### src/verilog/bus_ctrl_pkg.sv
// Purpose: shared constants and types of the bus control block
// Assumes: 32-bit register bus, 8-bit registers in the low lane
// Notes: offsets are byte addresses of aligned words
package bus_ctrl_pkg;

   // ***************************************************************
   // register offsets
   // ***************************************************************
   localparam logic [4:0] OFS_BUS_CONTROL_1 = 5'h00;
   localparam logic [4:0] OFS_BUS_CONTROL_2 = 5'h04;
   localparam logic [4:0] OFS_IF_CONTROL_0 = 5'h08;
   localparam logic [4:0] OFS_ACK_CONTROL = 5'h0c;
   localparam logic [4:0] OFS_DATA_SHIFT = 5'h10;
   localparam logic [4:0] OFS_STATUS_0 = 5'h14;
   localparam logic [4:0] OFS_PORT_CONTROL = 5'h18;
   localparam logic [7:0] REG_RESET = 8'h00;
   localparam logic [7:0] SHIFT_RESET = 8'hff;

   // ***************************************************************
   // field positions
   // ***************************************************************
   localparam int BC1_STOP_IRQ_EN = 0;
   localparam int BC1_RX_TIMING = 1;
   localparam int BC1_SDA_OVR = 2;
   localparam int BC1_SCL_OVR = 3;
   localparam int BC1_DIV_LO = 6;
   localparam int BC1_DIV_LO_TOP = 7;
   localparam int BC2_TO_EN = 0;
   localparam int BC2_TO_LEN = 2;
   localparam int BC2_DIV_HI = 3;
   localparam int BC2_DIV_HI_TOP = 5;
   localparam int BC2_SPARE = 6;
   localparam int BC2_STOP_FLAG = 7;
   localparam int IC0_ENABLE = 0;
   localparam int IC0_RESET = 1;
   localparam int IC0_TRANSMIT = 2;
   localparam int ACK_LEVEL = 0;
   localparam int ACK_CLK_EN = 1;
   localparam int PORT_BIT = 0;
   localparam int PORT_DIR = 2;
   localparam int PIN_SDA = 0;
   localparam int PIN_SCL = 1;

   // ***************************************************************
   // clock divider codes and periods in half source cycles
   // ***************************************************************
   localparam logic [4:0] DIV_CODE_2 = 5'h00;
   localparam logic [4:0] DIV_CODE_4 = 5'h01;
   localparam logic [4:0] DIV_CODE_8 = 5'h02;
   localparam logic [2:0] DIV_GRP_2P5 = 3'h1;
   localparam logic [2:0] DIV_GRP_3 = 3'h2;
   localparam logic [2:0] DIV_GRP_5 = 3'h3;
   localparam logic [2:0] DIV_GRP_6 = 3'h4;
   localparam logic [4:0] HALF_2 = 5'h04;
   localparam logic [4:0] HALF_4 = 5'h08;
   localparam logic [4:0] HALF_8 = 5'h10;
   localparam logic [4:0] HALF_2P5 = 5'h05;
   localparam logic [4:0] HALF_3 = 5'h06;
   localparam logic [4:0] HALF_5 = 5'h0a;
   localparam logic [4:0] HALF_6 = 5'h0c;
   localparam logic [4:0] HALF_STEP = 5'h02;

   // ***************************************************************
   // byte framing and timeout
   // ***************************************************************
   localparam logic [3:0] BIT_LAST = 4'h7;
   localparam logic [3:0] BIT_ACK = 4'h8;
   localparam int TIMEOUT_WIDTH = 17;

   typedef struct packed {
      logic scl;
      logic sda;
   } line_pair_type;

endpackage

### src/verilog/clock_divider.sv
// Purpose: interface clock tick from the source clock
// Assumes: select only changes while run is low
// Notes: fractional ratios alternate short and long periods
`timescale 1ns/1ps
`default_nettype none
module clock_divider
   import bus_ctrl_pkg::*;
(
   input wire logic clk,
   input wire logic rst_n,
   input wire logic run,
   input wire logic [4:0] select,
   output logic tick
);

   logic [4:0] half_period;
   logic [4:0] acc_q;
   logic [4:0] acc_d;
   logic tick_q;

   // ***************************************************************
   // ratio decode
   // ***************************************************************
   always_comb
   begin
      half_period = '0;
      if (select == DIV_CODE_2)
         half_period = HALF_2;
      else if (select == DIV_CODE_4)
         half_period = HALF_4;
      else if (select == DIV_CODE_8)
         half_period = HALF_8;
      else if (select[4:2] == DIV_GRP_2P5)
         half_period = HALF_2P5;
      else if (select[4:2] == DIV_GRP_3)
         half_period = HALF_3;
      else if (select[4:2] == DIV_GRP_5)
         half_period = HALF_5;
      else if (select[4:2] == DIV_GRP_6)
         half_period = HALF_6;
   end

   // prohibited codes leave half_period at zero and stop the tick
   assign acc_d = acc_q + HALF_STEP;

   always_ff @(posedge clk or negedge rst_n)
   begin
      if (!rst_n)
      begin
         acc_q <= '0;
         tick_q <= 1'b0;
      end
      else if (!run || half_period == '0)
      begin
         acc_q <= '0;
         tick_q <= 1'b0;
      end
      else if (acc_d >= half_period)
      begin
         acc_q <= acc_d - half_period;
         tick_q <= 1'b1;
      end
      else
      begin
         acc_q <= acc_d;
         tick_q <= 1'b0;
      end
   end

   assign tick = tick_q;

endmodule // clock_divider
`default_nettype wire

### src/verilog/i2c_rx_irq_pin_clock_timeout_ctrl.sv
// Purpose: receive interrupt timing, pin override, divider, timeout
// Assumes: bus lines sampled synchronously to core_clk
// Notes: start, stop and bit edges are seen from the line levels
`timescale 1ns/1ps
`default_nettype none
module i2c_rx_irq_pin_clock_timeout_ctrl
   import bus_ctrl_pkg::*;
#(
   parameter int unsigned TIMEOUT_LONG_CYCLES = 65536,
   parameter int unsigned TIMEOUT_SHORT_CYCLES = 16384
)
(
   input wire logic core_clk,
   input wire logic reset_n,
   input wire logic [4:0] avs_address,
   input wire logic avs_read,
   input wire logic avs_write,
   input wire logic [31:0] avs_writedata,
   input wire logic [3:0] avs_byteenable,
   output logic [31:0] avs_readdata,
   output logic avs_waitrequest,
   input wire line_pair_type line_in,
   output line_pair_type line_out,
   output line_pair_type line_oe_n,
   output logic irq_request
);

   // ***************************************************************
   // reset release
   // ***************************************************************
   logic rst_meta_q;
   logic rst_n;

   always_ff @(posedge core_clk or negedge reset_n)
   begin
      if (!reset_n)
      begin
         rst_meta_q <= 1'b0;
         rst_n <= 1'b0;
      end
      else
      begin
         rst_meta_q <= 1'b1;
         rst_n <= rst_meta_q;
      end
   end

   // ***************************************************************
   // register bus slave
   // ***************************************************************
   logic ack_q;
   logic [7:0] readdata_q;
   logic [7:0] rd_mux;
   logic wr_fire;
   logic wr_bc1, wr_bc2, wr_ic0, wr_ack, wr_data, wr_port;
   logic [7:0] wdata;
   logic [7:0] bus_control_1_q;
   logic [7:0] bus_control_2_q;
   logic [7:0] interface_control_0_q;
   logic [7:0] ack_control_register_q;
   logic [7:0] port_control_q;
   logic [7:0] rx_byte_q;
   logic stop_detect_flag_q;
   logic timeout_flag_q;
   logic hold_q;
   logic pending_q;
   logic bus_busy_flag_q;
   logic addr_phase_q;
   logic scl_int, sda_int;
   logic [1:0] port_read;

   // one wait cycle on every access, answer on the second edge
   assign avs_waitrequest = (avs_read | avs_write) & ~ack_q;
   assign wr_fire = avs_write & ack_q & avs_byteenable[0];
   assign wdata = avs_writedata[7:0];
   assign wr_bc1 = wr_fire && avs_address == OFS_BUS_CONTROL_1;
   assign wr_bc2 = wr_fire && avs_address == OFS_BUS_CONTROL_2;
   assign wr_ic0 = wr_fire && avs_address == OFS_IF_CONTROL_0;
   assign wr_ack = wr_fire && avs_address == OFS_ACK_CONTROL;
   assign wr_data = wr_fire && avs_address == OFS_DATA_SHIFT;
   assign wr_port = wr_fire && avs_address == OFS_PORT_CONTROL;

   always_comb
   begin
      rd_mux = REG_RESET;
      unique case (avs_address)
         OFS_BUS_CONTROL_1:
            rd_mux = {bus_control_1_q[BC1_DIV_LO_TOP:BC1_DIV_LO],
                      scl_int, sda_int,
                      bus_control_1_q[BC1_SCL_OVR:BC1_SDA_OVR],
                      hold_q,
                      bus_control_1_q[BC1_STOP_IRQ_EN]};
         OFS_BUS_CONTROL_2:
            rd_mux = {stop_detect_flag_q,
                      bus_control_2_q[BC2_SPARE:BC2_TO_LEN],
                      timeout_flag_q & bus_control_2_q[BC2_TO_EN],
                      bus_control_2_q[BC2_TO_EN]};
         OFS_IF_CONTROL_0: rd_mux = interface_control_0_q;
         OFS_ACK_CONTROL: rd_mux = ack_control_register_q;
         OFS_DATA_SHIFT: rd_mux = rx_byte_q;
         OFS_STATUS_0:
            rd_mux = {4'h0, addr_phase_q, hold_q, pending_q,
                      bus_busy_flag_q};
         OFS_PORT_CONTROL:
            rd_mux = {port_control_q[7:2], port_read};
         default: rd_mux = REG_RESET;
      endcase
   end

   always_ff @(posedge core_clk or negedge rst_n)
   begin
      if (!rst_n)
      begin
         ack_q <= 1'b0;
         readdata_q <= REG_RESET;
      end
      else
      begin
         ack_q <= (avs_read | avs_write) & ~ack_q;
         if (avs_read && !ack_q)
            readdata_q <= rd_mux;
      end
   end

   assign avs_readdata = {24'h0, readdata_q};

   // ***************************************************************
   // control registers
   // ***************************************************************
   always_ff @(posedge core_clk or negedge rst_n)
   begin
      if (!rst_n)
      begin
         bus_control_1_q <= REG_RESET;
         bus_control_2_q <= REG_RESET;
         interface_control_0_q <= REG_RESET;
         ack_control_register_q <= REG_RESET;
         port_control_q <= REG_RESET;
      end
      else
      begin
         // monitor bits are never stored; reads rebuild them
         if (wr_bc1)
            bus_control_1_q <= wdata & 8'hcf;
         if (wr_bc2)
            bus_control_2_q <= wdata & 8'h7d;
         if (wr_ic0)
            interface_control_0_q <= wdata & 8'h07;
         if (wr_ack)
            ack_control_register_q <= wdata & 8'h03;
         if (wr_port)
            port_control_q <= wdata & 8'h0f;
      end
   end

   logic en_run;
   logic ack_clk_en;
   logic rx_timing_sel;
   logic transmit_mode;
   logic rx_data_mode;

   assign en_run = interface_control_0_q[IC0_ENABLE]
                   & ~interface_control_0_q[IC0_RESET];
   assign ack_clk_en = ack_control_register_q[ACK_CLK_EN];
   assign rx_timing_sel = bus_control_1_q[BC1_RX_TIMING];
   assign transmit_mode = interface_control_0_q[IC0_TRANSMIT];
   assign rx_data_mode = ~transmit_mode & ~addr_phase_q;

   // ***************************************************************
   // line edges, framing and byte engine
   // ***************************************************************
   logic scl_prev_q, sda_prev_q;
   logic pulse_seen_q;
   logic scl_fall, scl_rise, start_seen, stop_seen;
   logic [3:0] bit_cnt_q;
   logic ev8, ev9;
   logic irq8, irq_noack, irq9, stop_set, timeout_set;
   logic wait_q, wait8_q;
   logic resume;
   logic [7:0] tx_shift_q;
   logic [7:0] rx_shift_q;

   // the fall that ends a start condition is no clock pulse
   assign scl_fall = scl_prev_q & ~line_in.scl & pulse_seen_q;
   assign scl_rise = ~scl_prev_q & line_in.scl;
   assign start_seen = en_run & line_in.scl & scl_prev_q
                       & sda_prev_q & ~line_in.sda;
   assign stop_seen = en_run & line_in.scl & scl_prev_q
                      & ~sda_prev_q & line_in.sda;
   assign ev8 = bus_busy_flag_q & scl_fall & (bit_cnt_q == BIT_LAST);
   assign ev9 = bus_busy_flag_q & scl_fall & (bit_cnt_q == BIT_ACK);
   assign irq8 = ev8 & ack_clk_en & rx_timing_sel
                 & rx_data_mode;
   assign irq_noack = ev8 & ~ack_clk_en;
   assign irq9 = ev9;
   assign stop_set = stop_seen
                     & bus_control_1_q[BC1_STOP_IRQ_EN];
   // the wait kind picks which write lets the byte go on
   assign resume = wait_q & (wait8_q ? wr_ack : wr_data);

   always_ff @(posedge core_clk or negedge rst_n)
   begin
      if (!rst_n)
      begin
         scl_prev_q <= 1'b1;
         sda_prev_q <= 1'b1;
      end
      else
      begin
         scl_prev_q <= line_in.scl;
         sda_prev_q <= line_in.sda;
      end
   end

   always_ff @(posedge core_clk or negedge rst_n)
   begin
      if (!rst_n)
         pulse_seen_q <= 1'b0;
      else if (!en_run || start_seen)
         pulse_seen_q <= 1'b0;
      else if (scl_rise)
         pulse_seen_q <= 1'b1;
   end

   always_ff @(posedge core_clk or negedge rst_n)
   begin
      if (!rst_n)
      begin
         bus_busy_flag_q <= 1'b0;
         addr_phase_q <= 1'b0;
         bit_cnt_q <= '0;
      end
      else if (!en_run || stop_seen)
      begin
         bus_busy_flag_q <= 1'b0;
         addr_phase_q <= 1'b0;
         bit_cnt_q <= '0;
      end
      else if (start_seen)
      begin
         bus_busy_flag_q <= 1'b1;
         addr_phase_q <= 1'b1;
         bit_cnt_q <= '0;
      end
      else if (ev9 || (ev8 && !ack_clk_en))
      begin
         addr_phase_q <= 1'b0;
         bit_cnt_q <= '0;
      end
      else if (bus_busy_flag_q && scl_fall)
         bit_cnt_q <= bit_cnt_q + 4'h1;
   end

   always_ff @(posedge core_clk or negedge rst_n)
   begin
      if (!rst_n)
      begin
         tx_shift_q <= SHIFT_RESET;
         rx_shift_q <= REG_RESET;
         rx_byte_q <= REG_RESET;
      end
      else
      begin
         if (wr_data)
            tx_shift_q <= wdata;
         else if (transmit_mode && scl_fall && bit_cnt_q < BIT_ACK)
            tx_shift_q <= {tx_shift_q[6:0], 1'b1};
         if (scl_rise && bit_cnt_q < BIT_ACK)
            rx_shift_q <= {rx_shift_q[6:0], line_in.sda};
         if (ev8)
            rx_byte_q <= rx_shift_q;
      end
   end

   // ***************************************************************
   // hold flag, pending flag and clock stretch
   // ***************************************************************
   always_ff @(posedge core_clk or negedge rst_n)
   begin
      if (!rst_n)
         hold_q <= 1'b0;
      else if (!en_run || !rx_data_mode)
         hold_q <= 1'b0;
      else if (rx_timing_sel && wr_data)
         hold_q <= 1'b1;
      else if (rx_timing_sel && wr_ack)
         hold_q <= 1'b0;
   end

   // a new request wins over a resume write in the same cycle
   always_ff @(posedge core_clk or negedge rst_n)
   begin
      if (!rst_n)
      begin
         pending_q <= 1'b1;
         wait_q <= 1'b0;
         wait8_q <= 1'b0;
      end
      else if (!en_run)
      begin
         pending_q <= 1'b1;
         wait_q <= 1'b0;
         wait8_q <= 1'b0;
      end
      else if (irq8 || irq9 || irq_noack)
      begin
         pending_q <= 1'b0;
         wait_q <= 1'b1;
         wait8_q <= irq8;
      end
      else if (resume)
      begin
         pending_q <= 1'b1;
         wait_q <= 1'b0;
         wait8_q <= 1'b0;
      end
   end

   // scl is held low while software owes an answer
   assign scl_int = ~wait_q;
   assign sda_int = transmit_mode
                    ? (bit_cnt_q < BIT_ACK ? tx_shift_q[7] : 1'b1)
                    : (bit_cnt_q == BIT_ACK && ack_clk_en
                       ? ack_control_register_q[ACK_LEVEL] : 1'b1);

   // ***************************************************************
   // stop flag and timeout
   // ***************************************************************
   logic tick;
   logic [TIMEOUT_WIDTH-1:0] to_cnt_q;
   logic [TIMEOUT_WIDTH-1:0] to_limit;
   logic to_run;

   clock_divider u_clock_divider (
      .clk(core_clk),
      .rst_n(rst_n),
      .run(en_run),
      .select({bus_control_2_q[BC2_DIV_HI_TOP:BC2_DIV_HI],
               bus_control_1_q[BC1_DIV_LO_TOP:BC1_DIV_LO]}),
      .tick(tick)
   );

   always_ff @(posedge core_clk or negedge rst_n)
   begin
      if (!rst_n)
         stop_detect_flag_q <= 1'b0;
      else if (stop_set)
         stop_detect_flag_q <= 1'b1;
      else if (wr_bc2 && !wdata[BC2_STOP_FLAG])
         stop_detect_flag_q <= 1'b0;
   end

   assign to_limit = bus_control_2_q[BC2_TO_LEN]
                     ? TIMEOUT_WIDTH'(TIMEOUT_SHORT_CYCLES - 1)
                     : TIMEOUT_WIDTH'(TIMEOUT_LONG_CYCLES - 1);
   assign to_run = bus_control_2_q[BC2_TO_EN] & bus_busy_flag_q
                   & line_in.scl;
   assign timeout_set = en_run & to_run & tick & ~timeout_flag_q
                        & (to_cnt_q == to_limit);

   always_ff @(posedge core_clk or negedge rst_n)
   begin
      if (!rst_n)
      begin
         to_cnt_q <= '0;
         timeout_flag_q <= 1'b0;
      end
      else if (!en_run)
      begin
         to_cnt_q <= '0;
         timeout_flag_q <= 1'b0;
      end
      else if (!to_run)
         to_cnt_q <= '0;
      else if (timeout_set)
         timeout_flag_q <= 1'b1;
      else if (tick && !timeout_flag_q)
         to_cnt_q <= to_cnt_q + 1'b1;
   end

   always_ff @(posedge core_clk or negedge rst_n)
   begin
      if (!rst_n)
         irq_request <= 1'b0;
      else
         irq_request <= irq8 | irq_noack | irq9 | stop_set
                        | timeout_set;
   end

   // ***************************************************************
   // pin functions
   // ***************************************************************
   logic [1:0] pin_in, pin_ovr, pin_int, pin_out_q, pin_oe_n_q;

   assign pin_in = {line_in.scl, line_in.sda};
   assign pin_ovr = {bus_control_1_q[BC1_SCL_OVR],
                     bus_control_1_q[BC1_SDA_OVR]};
   assign pin_int = {scl_int, sda_int};

   genvar gi;
   generate
      for (gi = 0; gi < 2; gi++)
      begin : g_pin
         assign port_read[gi] = port_control_q[PORT_DIR + gi]
                                ? port_control_q[PORT_BIT + gi]
                                : pin_in[gi];
         always_ff @(posedge core_clk or negedge rst_n)
         begin
            if (!rst_n)
            begin
               pin_out_q[gi] <= 1'b1;
               pin_oe_n_q[gi] <= 1'b1;
            end
            else if (!interface_control_0_q[IC0_ENABLE])
            begin
               pin_out_q[gi] <= port_control_q[PORT_BIT + gi];
               pin_oe_n_q[gi] <= ~port_control_q[PORT_DIR + gi];
            end
            else if (pin_ovr[gi])
            begin
               pin_out_q[gi] <= port_control_q[PORT_BIT + gi];
               pin_oe_n_q[gi] <= 1'b0;
            end
            else
            begin
               pin_out_q[gi] <= 1'b0;
               pin_oe_n_q[gi] <= pin_int[gi];
            end
         end
      end
   endgenerate

   assign line_out.scl = pin_out_q[PIN_SCL];
   assign line_out.sda = pin_out_q[PIN_SDA];
   assign line_oe_n.scl = pin_oe_n_q[PIN_SCL];
   assign line_oe_n.sda = pin_oe_n_q[PIN_SDA];

endmodule // i2c_rx_irq_pin_clock_timeout_ctrl
`default_nettype wire
### config.mk
export PLATFORM = sky130hd
export DESIGN_NAME = i2c_rx_irq_pin_clock_timeout_ctrl
export DESIGN_NICKNAME = d
export VERILOG_FILES = /design/src/verilog/bus_ctrl_pkg.sv /design/src/verilog/clock_divider.sv /design/src/verilog/i2c_rx_irq_pin_clock_timeout_ctrl.sv
export SDC_FILE = /design/constraint.sdc
export NUM_CORES = 1
export LEC_CHECK = 0
export BUFFER_PORTS_ARGS = -buffer_cell sky130_fd_sc_hd__buf_2
export CORE_UTILIZATION = 45
export DETAILED_ROUTE_END_ITERATION = 6
export PLACE_DENSITY_LB_ADDON = 0.25
export REMOVE_ABC_BUFFERS = 1
export SLEW_MARGIN = 0
export SYNTH_ARGS = -nofsm -noshare
export SYNTH_HDL_FRONTEND = slang
export SYNTH_SLANG_ARGS = --single-unit
### constraint.sdc
create_clock -name core_clk -period 3.8 [get_ports core_clk]
set_input_delay 0.76 -clock core_clk [delete_from_list [all_inputs] [get_ports core_clk]]
set_output_delay 0.76 -clock core_clk [all_outputs]
set_load 0.005 [all_outputs]
* After elaboration in Yosys (flattened, before gate mapping)
Index checks and enable logic that the tools add are counted.
** Storage, ports and cells
- Flip-flop bits (word level) :: 99
- Output and inout port bits :: 38
- Word-level logic and storage cells :: 208
** Cells by class
- Add/subtract/negate cells :: 4
- $lt $le $gt $ge :: 2
- Multiplexer cells :: 60
- Equal/unequal tests :: 20
- Bitwise logic cells :: 48
- Reduce and logical (&&, ||, !) cells :: 42
** Operators by type and width (number)
- $mux 17 :: 4
- $pmux 8 s7 :: 1
- $mux 5 :: 8
- $mux 1 :: 39
- $and 1x1->1 :: 30
- $mux 4 :: 5
- $add 17x1->17 const B :: 1
- $eq 17x16->1 :: 1
- $logic_and 1x1->1 :: 17
- $mux 16 :: 1
- $mux 8 :: 2
- $eq 5x5->1 const B :: 3
- $logic_not 5->1 :: 3
- $not 1->1 :: 13
- $eq 5x4->1 const B :: 2
- $reduce_bool 2->1 :: 4
- $logic_or 1x1->1 :: 7
- $eq 3x2->1 const B :: 2
- $logic_not 1->1 :: 6
- $reduce_bool 3->1 :: 2
- $add 5x2->5 const B :: 1
- $eq 5x1->1 const B :: 1
- $eq 5x2->1 const B :: 1
- $eq 5x3->1 const B :: 1
- other kinds (15) :: 21

* Logic depth before layout (Yosys ltp)
Gate-level depths: netlist of run 1.
- Word-level depth :: 12
- Gate-level depth with buffers :: 10
- Depth with buffers taken out :: 10

* Cells and area by module
A second synthesis of run 1 with hierarchy kept.
** Unflattened totals
- Cell total of the unflattened synthesis :: 498
- Area, all modules :: 5232.5 um^2
** By module, submodules not included
- i2c_rx_irq_pin_clock_timeout_ctrl :: cells each 432, area an instance 4658.2 um^2, sequential area each 2346.0 um^2, times used 1
- clock_divider :: cells each 66, area an instance 574.3 um^2, sequential area each 150.1 um^2, times used 1

* Worst setup path before layout of run 1
No wires, ideal clock.
- Path type :: input to register
- From :: input avs_address[4]
- To :: register bus_control_1_q[0]
- Stages on the path :: 4
- Required time :: 3.675 ns
- Arrival time :: 2.014 ns
- Path slack :: 1.661 ns
- Setup time :: 0.125 ns
- Cells stage by stage :: or3_1 > buf_6 > nor4_4 > mux2_2
** On the way
- Cells in the longest elaborated chain, start to end :: 2
** RTL lines
- from (decl) :: line i2c_rx_irq_pin_clock_timeout_ctrl.sv:15 : input wire logic [4:0] avs_address,
- $logic_not 5->1 :: line i2c_rx_irq_pin_clock_timeout_ctrl.sv:76 : assign wr_bc1 = wr_fire && avs_address == OFS_BUS_CONTROL_1;
- $logic_and 1x1->1 :: line i2c_rx_irq_pin_clock_timeout_ctrl.sv:76
- to (signal assigned) :: line i2c_rx_irq_pin_clock_timeout_ctrl.sv:144 : bus_control_1_q <= wdata & 8'hcf;
- to (decl) :: line i2c_rx_irq_pin_clock_timeout_ctrl.sv:57 : logic [7:0] bus_control_1_q;
Every way passes these cells.
A chain may end at the register's enable or synchronous reset.

* Worst setup path in the final report of run 1
- From :: register bus_control_2_q[4]
- To :: register u_clock_divider.acc_q[4]
** On the way
- Cells in the longest elaborated chain, start to end :: 11
- Elaborated cells on any way between the ends :: 20
- Those cells by class :: 1 x add/sub; 1 x order compare; 6 x eq/ne; 9 x mux; 3 x reduce/logical
** RTL lines
- from (decl) :: line i2c_rx_irq_pin_clock_timeout_ctrl.sv:58 : logic [7:0] bus_control_2_q;
- from (signal assigned) :: line i2c_rx_irq_pin_clock_timeout_ctrl.sv:146 : bus_control_2_q <= wdata & 8'h7d;
- $eq 3x3->1 :: line clock_divider.sv:39 : else if (select[4:2] == DIV_GRP_6)
- $mux 4 :: line clock_divider.sv:39
- $mux 5 :: line clock_divider.sv:37 : else if (select[4:2] == DIV_GRP_5)
- $mux 5 :: line clock_divider.sv:35 : else if (select[4:2] == DIV_GRP_3)
- $mux 5 :: line clock_divider.sv:33 : else if (select[4:2] == DIV_GRP_2P5)
- $mux 5 :: line clock_divider.sv:31 : else if (select == DIV_CODE_8)
- $mux 5 :: line clock_divider.sv:29 : else if (select == DIV_CODE_4)
- $mux 5 (*) :: line clock_divider.sv:27 : if (select == DIV_CODE_2)
- $sub 5x5->5, or another cell as far along :: line clock_divider.sv:60 : acc_q <= acc_d - half_period;
- $mux 5 or $logic_or 1x1->1 (tied branches) :: line clock_divider.sv:58, clock_divider.sv:53
- $mux 5 (*) :: line clock_divider.sv:53 : else if (!run || half_period == '0)
- to (signal assigned) :: line clock_divider.sv:60
- to (decl) :: line clock_divider.sv:17 : logic [4:0] acc_q;
Mark *: on every way between the ends. The rest lies on a longest branch, timed or not.

==> metrics.txt, run 1 <==
Total Wirelength=11.2 mm; fill cell count=1,068; Core Area=11,400 µm²; clock-pin slew on the worst setup and hold paths=about 0.07 ns; number of library cell types mapped by synthesis=63; worst skew pair latency=0.35 ns; Pins Over Slew Limit=0; Clock Tree Buf Depth=2; CP Launch Type=flip-flop; Final nets=606; # IOs=85; # rows=39; vias per cell=approximately 5.5; chip height=110 µm; CP Class=reg -> reg; largest net degree at the start of global routing=51; DR top layer=met4; DR vias=3,835; Final Critical Period=2.41 ns; CTS resizes=0; CTS H-tree lvls=3; PortBufs=33; highest clock rate=0.414 GHz; Setup Skew=between 0.009 and 0.01 ns; Mapped Cells=521; Max-Cap Viols=0; worst setup path start=bus_control_2_q[4]$_DFFE_PN0P_; routed length on met3=466 µm; reg2reg start=bus_control_2_q[4]$_DFFE_PN0P_; layout cells sized above 1=0.220; GRT Util Overall=0.202; Critical Path RT=4.02 ns; FF+latch count, synth=99; CTS root buffer=clkbuf_16; maximum VDD drop=0.307 mV; Worst-Margin Slew=0.913 ns; WHS=0.185 ns; Post-synth EDFFs=0; CTS tree=built; Detail Route Antenna Nets=0; area growth from synthesis to layout=8.98%; Die Wd=110 µm; Seq/Total Area, Yosys=0.473; Final setup viols=0; CTS sink cnt=99; Power Dens Cells=410 nW/µm²; Ant. Diodes=0; synth warn=0; Setup WS post-layout=between 1 and 1.5 ns; RSZ-0062 raised after global routing=no; Worst setup EP type=flip-flop; syn_area_per_cell=10.1 µm²; first-pass GRT wire length=around 19 mm; wl on met1=~5.3 mm; Hold Path Class=in -> async; Power, Total=2.36 mW; vias in the first global route=3,693; initial antenna violation count=0; Final TNS setup=0 ns; Crit path arrival time=between 2 and 3 ns; drt pass-1 iters=4; dominant synthesized flop cell=dfrtp_1; Final period util=0.635; CP Capture Point=u_clock_divider.acc_q[4]$_DFF_PN0_; Starting DRT DRC Count=roughly 170; ys async rst share=1.00; post-place setup slack=1.28 ns; Residual DRC=0; LEAKAGE=around 2.6 nW; Hold Fails Final Rpt=0; routed length per instance=16.0 µm; Routability Congestion=0.855; met2 WL=5.31 mm; Worst R2R Setup Slack=1.39 ns; CTS Buf Count=9; post-DP HPWL=8.26 mm; Mapped Area=~5300 µm²; total congestion overflow=0; Slew headroom=0.391; initial core utilization=0.462; # Post-CTS Setup Buffers=0; Critical Path Fanout Max=9; status=complete, no violations; RR Endpoint=u_clock_divider.acc_q[4]$_DFF_PN0_; CTS Hold Bufs=0; cells on worst reg2reg path=9; Die ar.=about 12,000 µm²
[flip-flops by register name, summed over array words and instances (netlist names), 3 cells and up]
name,flops
port_control_q,4
rx_byte_q,8
u_clock_divider.acc_q,5
bus_control_1_q,6
bus_control_2_q,6
readdata_q,8
tx_shift_q,8
interface_control_0_q,3
bit_cnt_q,4
to_cnt_q,17
rx_shift_q,8
[layer usage]
| layer | track usage | up-vias |
|---|---|---|
| met5 | 0 | - |
| met4 | 0.0517 | 0 |
| met3 | 0.0429 | 9 |
| met2 | 0.329 | 91 |
| met1 | 0.275 | 1882 |
| li1 | - | 1853 |
[power by group]
part | internal [mW] | total (mW) | switching (mW)
Clock | 0.470 | 0.875 | 0.405
Combinational | 0.119 | 0.266 | 0.147
Sequential | 1.14 | 1.22 | 0.0747
Total | 1.73 | 2.36 | 0.626
[how the worst min path moves through the flow]
stage / depth (start not counted) / slack (ns) / endpoint
floorplan: 0 / 0.33 / rst_n$_DFF_PN0_
global placement: 0 / 0.34 / rst_n$_DFF_PN0_
detailed placement: 0 / 0.34 / rst_n$_DFF_PN0_
CTS: 1 / 0.18 / rst_n$_DFF_PN0_
global route: 1 / 0.17 / rst_n$_DFF_PN0_
finish: 1 / 0.18 / rst_n$_DFF_PN0_
[Yosys cell counts (all sizes together), types with 2 or more instances]
| cell type | number | area [µm²] |
|---|---|---|
| conb | 2 | 7.51 |
| ha | 9 | 113 |
| clkbuf | 8 | 30.0 |
| inv | 13 | 48.8 |
| a32oi | 5 | 43.8 |
| o22ai | 2 | 18.8 |
| nor4 | 3 | 33.8 |
| a21boi | 5 | 37.5 |
| xor2 | 8 | 70.1 |
| and4 | 3 | 31.3 |
| a21oi | 27 | 135 |
| nand2 | 52 | 195 |
| dfstp | 15 | 394 |
| a311oi | 3 | 50.1 |
| nand3b | 4 | 30.0 |
| nor3 | 13 | 87.6 |
| and2 | 6 | 37.5 |
| nor2b | 3 | 18.8 |
| o21ai | 32 | 160 |
| mux2i | 14 | 140 |
| o21bai | 3 | 22.5 |
| and3 | 6 | 37.5 |
| nor3b | 2 | 20.0 |
| xnor2 | 7 | 61.3 |
| dfrtp | 84 | 2100 |
| nand2b | 9 | 56.3 |
| o211ai | 3 | 22.5 |
| nand4 | 11 | 68.8 |
| a31o | 5 | 43.8 |
| mux2 | 36 | 405 |
| a22oi | 6 | 45.0 |
| a31oi | 4 | 31.3 |
| a211oi | 3 | 22.5 |
| nand3 | 15 | 75.1 |
| a21o | 2 | 16.3 |
| buf | 34 | 245 |
| nor2 | 50 | 190 |
| nor4b | 3 | 26.3 |
[cells by family after synthesis]
logic type               share of synthesized area
multiplexers                                 0.103
buffers and inverters                       0.0614
XOR/XNOR                                    0.0249
AND/OR/NAND/NOR                              0.178
AO/OA/AOI/OAI                                0.133
other                                      0.00142
flip-flops                                   0.473
adder cells (fa/ha/maj)                     0.0251
[metrics by stage]
stage	util	area (µm²)	instances
4_1_cts	0.504	5750	697
3_3_place_gp	0.479	5470	681
6_report	0.504	5750	697
2_1_floorplan	-	5090	502
5_1_grt	0.504	5750	697
3_5_place_dp	0.479	5470	681
[layout by cell type (no fill, tap or decap), types with 4 or more instances in the layout]
| master | n |
|---|---|
| a32oi_1 | 5 |
| nand3_1 | 15 |
| dfstp_2 | 15 |
| nand2_1 | 52 |
| dfrtp_1 | 83 |
| xor2_1 | 8 |
| nor2_1 | 49 |
| inv_1 | 13 |
| nand3b_1 | 4 |
| a21boi_0 | 5 |
| and3_1 | 6 |
| nand2b_1 | 9 |
| o21ai_0 | 30 |
| xnor2_1 | 7 |
| a21oi_1 | 27 |
| buf_2 | 33 |
| a31o_2 | 5 |
| clkbuf_16 | 9 |
| and2_1 | 6 |
| conb_1 | 25 |
| nand4_1 | 11 |
| a22oi_1 | 6 |
| mux2_2 | 36 |
| ha_1 | 9 |
| mux2i_1 | 14 |
| nor3_1 | 11 |
[worst max-delay path, cell delays in order, from the launching register on]
cell and delay [ns]:
dfrtp_1 0.48, nor3_1 0.34, o21ai_0 0.15, nand3_1 0.11
ha_1 0.29, o21ai_0 0.17, a21oi_1 0.08, o22ai_2 0.36
mux2i_1 0.25, nor2_1 0.05
[layout make-up]
| cell class | count | area [µm²] | area share |
|---|---|---|---|
| clock buffers | 11 | 243 | 0.0422 |
| clock inverters | 5 | 43.8 | 0.00761 |
| inverters | 13 | 48.8 | 0.00848 |
| multi-input cells | 390 | 2550 | 0.444 |
| flip-flops and latches | 99 | 2500 | 0.434 |
| well taps | 143 | 179 | 0.0311 |
| repair buffers | 36 | 188 | 0.0326 |
Power figures use the tool's default switching activity.
==> run 2: changes to the inputs <==
Settings changed: ABC_AREA set to 1.
Clock period 3.8 ns to 2.3 ns, I/O delays scaled along.
==> metrics.txt, run 2 <==
met3 usage=0.0430 (was 0.0429); multiplexer area fraction after synthesis=0 (was 0.103); largest net degree at the start of global routing=43 (was 51); Final Critical Period=2.14 ns (was 2.41 ns); Total Wirelength=12.8 mm (was 11.2 mm); CP Launch Type=flip-flop (unchanged); Post-synth EDFFs=0 (unchanged); initial antenna violation count=0 (unchanged); vias per cell=5.04 (was 5.50); crit path cell chain=buf_4, a21oi_1, nor2_1, nor2_1, ha_1, nand2_1, inv_1, nand2_1, and2_1, nand3b_1, o21ai_0, nor2_1 (was nor3_1, o21ai_0, nand3_1, ha_1, o21ai_0, a21oi_1, o22ai_2, mux2i_1, nor2_1); Die ar.=13,000 µm² (was 12,200 µm²); Ant. Diodes=0 (unchanged); Setup Skew=0.00743 ns (was 0.00947 ns); # Post-CTS Setup Buffers=0 (unchanged); worst skew pair latency=0.35 ns (about the same); Final setup viols=0 (unchanged); Max-Cap Viols=0 (unchanged); combinational share of power=0.138 (was 0.113); syn_area_per_cell=7.94 µm² (was 10.1 µm²); internal power=2.89 mW (was 1.73 mW); CTS Buf Count=9 (unchanged); Slowest Stage Delay on Critical Path=0.39 ns (was 0.48 ns); area share of fa/ha/maj cells after synthesis=0.0236 (was 0.0251); routed length per instance=13.9 µm (was 16.0 µm); post-synth top area cell=dfrtp_1 (unchanged); dominant synthesized flop cell=dfrtp_1 (unchanged); CP Class=reg -> reg (unchanged); highest clock rate=0.466 GHz (was 0.414 GHz); synth warn=0 (unchanged); top-count cell post-synth=nand2_1 (was dfrtp_1); maximum VDD drop=0.410 mV (was 0.307 mV); most frequent cells after synthesis=nand2_1 (197), dfrtp_1 (84), inv_1 (76) (was dfrtp_1 (84), nand2_1 (52), nor2_1 (49)); CTS sink cnt=99 (unchanged); CTS tree=built (unchanged); met1 Usage GRT=0.282 (was 0.275); Final TNS setup=0 ns (unchanged); chip height=114 µm (was 110 µm); PortBufs=33 (unchanged); main combinational cell family by area after synthesis=simple AND/OR/NAND/NOR gates (unchanged); design area=6200 µm² (was 5750 µm²); Mapped Cells=709 (was 521); commonest non-fill, non-tap cell in the layout=nand2_1 (was dfrtp_1); post-DP HPWL=9.54 mm (was 8.26 mm); number of library cell types mapped by synthesis=40 (was 63); Pins Over Slew Limit=0 (unchanged); Critical Path Fanout Max=7 (was 9); clock group share of total power=0.376 (was 0.371); Hold Path Class=in -> reg (was in -> async); Slew headroom=0.656 (was 0.391); CTS H-tree lvls=3 (unchanged); Critical Path RT=2.53 ns (was 4.02 ns); clock-pin slew on the worst setup and hold paths=0.07 ns (about the same); Mapped Area=5630 µm² (was 5280 µm²); Starting DRT DRC Count=317 (was 168); GRT Max-Usage Layer=met2 (unchanged); met2 usage=0.343 (was 0.329); RSZ-0062 raised after global routing=yes (was no); Power, Total=3.98 mW (was 2.36 mW); # IOs=85 (unchanged); top-area cell type share of the netlist area=0.373 (was 0.398); first-pass GRT wire length=21.6 mm (was 18.6 mm); Residual DRC=0 (unchanged); drt pass-1 iters=5 (was 4); placed inst area=5880 µm² (was 5470 µm²); vias in the first global route=4,490 (was 3,693); Hold Fails Final Rpt=0 (unchanged); CTS root buffer=clkbuf_16 (unchanged); Die Wd=114 µm (was 110 µm); Worst-Margin Slew=0.516 ns (was 0.913 ns); # rows=40 (was 39); area growth from synthesis to layout=10.1% (was 8.98%); Detail Route Antenna Nets=0 (unchanged); Slowest cell on crit path=dfrtp_1 (unchanged); GRT Util Overall=0.213 (was 0.202); Power Dens Cells=643 nW/µm² (was 410 nW/µm²); status=complete, no violations (unchanged); Synth Area in Simple Gates=0.309 (was 0.178); Clock Tree Buf Depth=2 (unchanged); most frequent cells in the layout=nand2_1 (197), dfrtp_1 (82), inv_1 (76) (was dfrtp_1 (83), nand2_1 (52), nor2_1 (49)); Crit path arrival time=2.38 ns (was 2.64 ns); Top reg by flops=to_cnt_q (unchanged); Core Area=12,100 µm² (was 11,400 µm²); initial core utilization=0.465 (was 0.462); switching pwr=1.10 mW (was 626 µW); layout cells sized above 1=0.172 (was 0.220); Routability Congestion=0.943 (was 0.855); Seq pwr share=0.487 (was 0.517); DR vias=4,634 (was 3,835); LEAKAGE=2.92 nW (was 2.56 nW); switching share of power=0.275 (was 0.265); Synth area leaders=dfrtp_1 (37%), nand2_1 (13%), dfstp_2 (7.0%) (was dfrtp_1 (40%), mux2_2 (7.7%), dfstp_2 (7.5%)); WHS=0.231 ns (was 0.185 ns); total congestion overflow=0 (unchanged); Seq/Total Area, Yosys=0.443 (was 0.473); FF+latch count, synth=99 (unchanged); Final nets=804 (was 606); Synth Area in Compound Gates=0.103 (was 0.133); max FFs per register=17 (unchanged); most used cell, CP=nor2_1 (was o21ai_0); Synth Area in XOR/XNOR=0.0171 (was 0.0249); ys async rst share=1.00 (unchanged); Final period util=0.932 (was 0.635); Worst setup EP type=flip-flop (unchanged)
## run 2: cell count changes in the layout (fill, tap and decap cells not counted), sizes merged, moves of 17 or more
cell / delta
nand2: +153
nor2: +17
o21ai: +37
mux2: -36
nand3: +42
inv: +68
## run 2: stage by stage
stage / setup WS [ns] / utilization / instances
finish: 0.156 / 0.512 / 920
floorplan: -0.636 / - / 696
CTS: 0.0898 / 0.511 / 920
global placement: 0.180 / 0.486 / 903
detailed placement: 0.110 / 0.486 / 903
global route: -0.00876 / 0.512 / 920
## run 2: cells by family (layout without fill, tap and decap cells)
group	after synthesis	after routing
compound gates	96	96
xor+xnor	11	11
fa+ha+maj	10	10
buf+inv	118	138
flops	99	99
other cells	2	25
simple gates	373	373
## run 2: power groups by stage
| stage | Clock, mW | Combinational, mW | Sequential [mW] |
|---|---|---|---|
| 2_1_floorplan | 0 | 0.367 | 1.96 |
| 4_1_cts | 1.54 | 0.538 | 1.94 |
| 6_report | 1.50 | 0.548 | 1.94 |
| 3_3_place_gp | 0 | 0.516 | 1.97 |
| 3_5_place_dp | 0 | 0.532 | 1.97 |
| 5_1_grt | 1.61 | 0.622 | 1.96 |
## run 2: final cells by class
| type | count | area (µm²) |
|---|---|---|
| fill | 1202 | 5910 |
| multi-input combinational | 515 | 2650 |
| sequential | 99 | 2500 |
| inverter | 82 | 308 |
| timing repair buffer | 40 | 233 |
| clock buffer | 10 | 229 |
| tap | 168 | 210 |
| clock inverter | 6 | 66.3 |
## run 2: final timing paths
check / from / endpoint / slack (ns) / cells after the start
worst min-delay path: line_in[0] / sda_prev_q$_DFF_PN1_ / 0.23 / 1
min in group asynchronous: rst_n$_DFF_PN0_ / bus_control_2_q[6]$_DFFE_PN0P_ / 0.31 / 0
worst min register to register: rst_n$_DFF_PN0_ / bus_control_2_q[6]$_DFFE_PN0P_ / 0.31 / 0
max in group asynchronous: rst_n$_DFF_PN0_ / scl_prev_q$_DFF_PN1_ / 1.32 / 1
worst max register to register: bus_control_2_q[3]$_DFFE_PN0P_ / u_clock_divider.acc_q[4]$_DFF_PN0_ / 0.16 / 12
worst max-delay path: bus_control_2_q[3]$_DFFE_PN0P_ / u_clock_divider.acc_q[4]$_DFF_PN0_ / 0.16 / 12
## run 2: what timing repair did
item                       4_1_cts  5_1_grt
resized for setup                0        6
hold endpoints to repair         2        0
setup endpoints to repair        0        6
hold buffers                     1        0
## run 2: worst max-delay path: cells and delay by family, from the launching register on
kind	cells	cell delay (ns)
AOI/OAI and AO/OA	2	0.38
and+or+nand+nor	7	0.75
buffers and inverters	2	0.22
DFF	1	0.39
adders and majority gates	1	0.30
## run 2: per-layer routing
| layer | routed length [µm] | vias up |
|---|---|---|
| met5 | 0 | - |
| met4 | 285 | 0 |
| met3 | 521 | 23 |
| met2 | 5890 | 104 |
| met1 | 6060 | 2182 |
| li1 | - | 2325 |
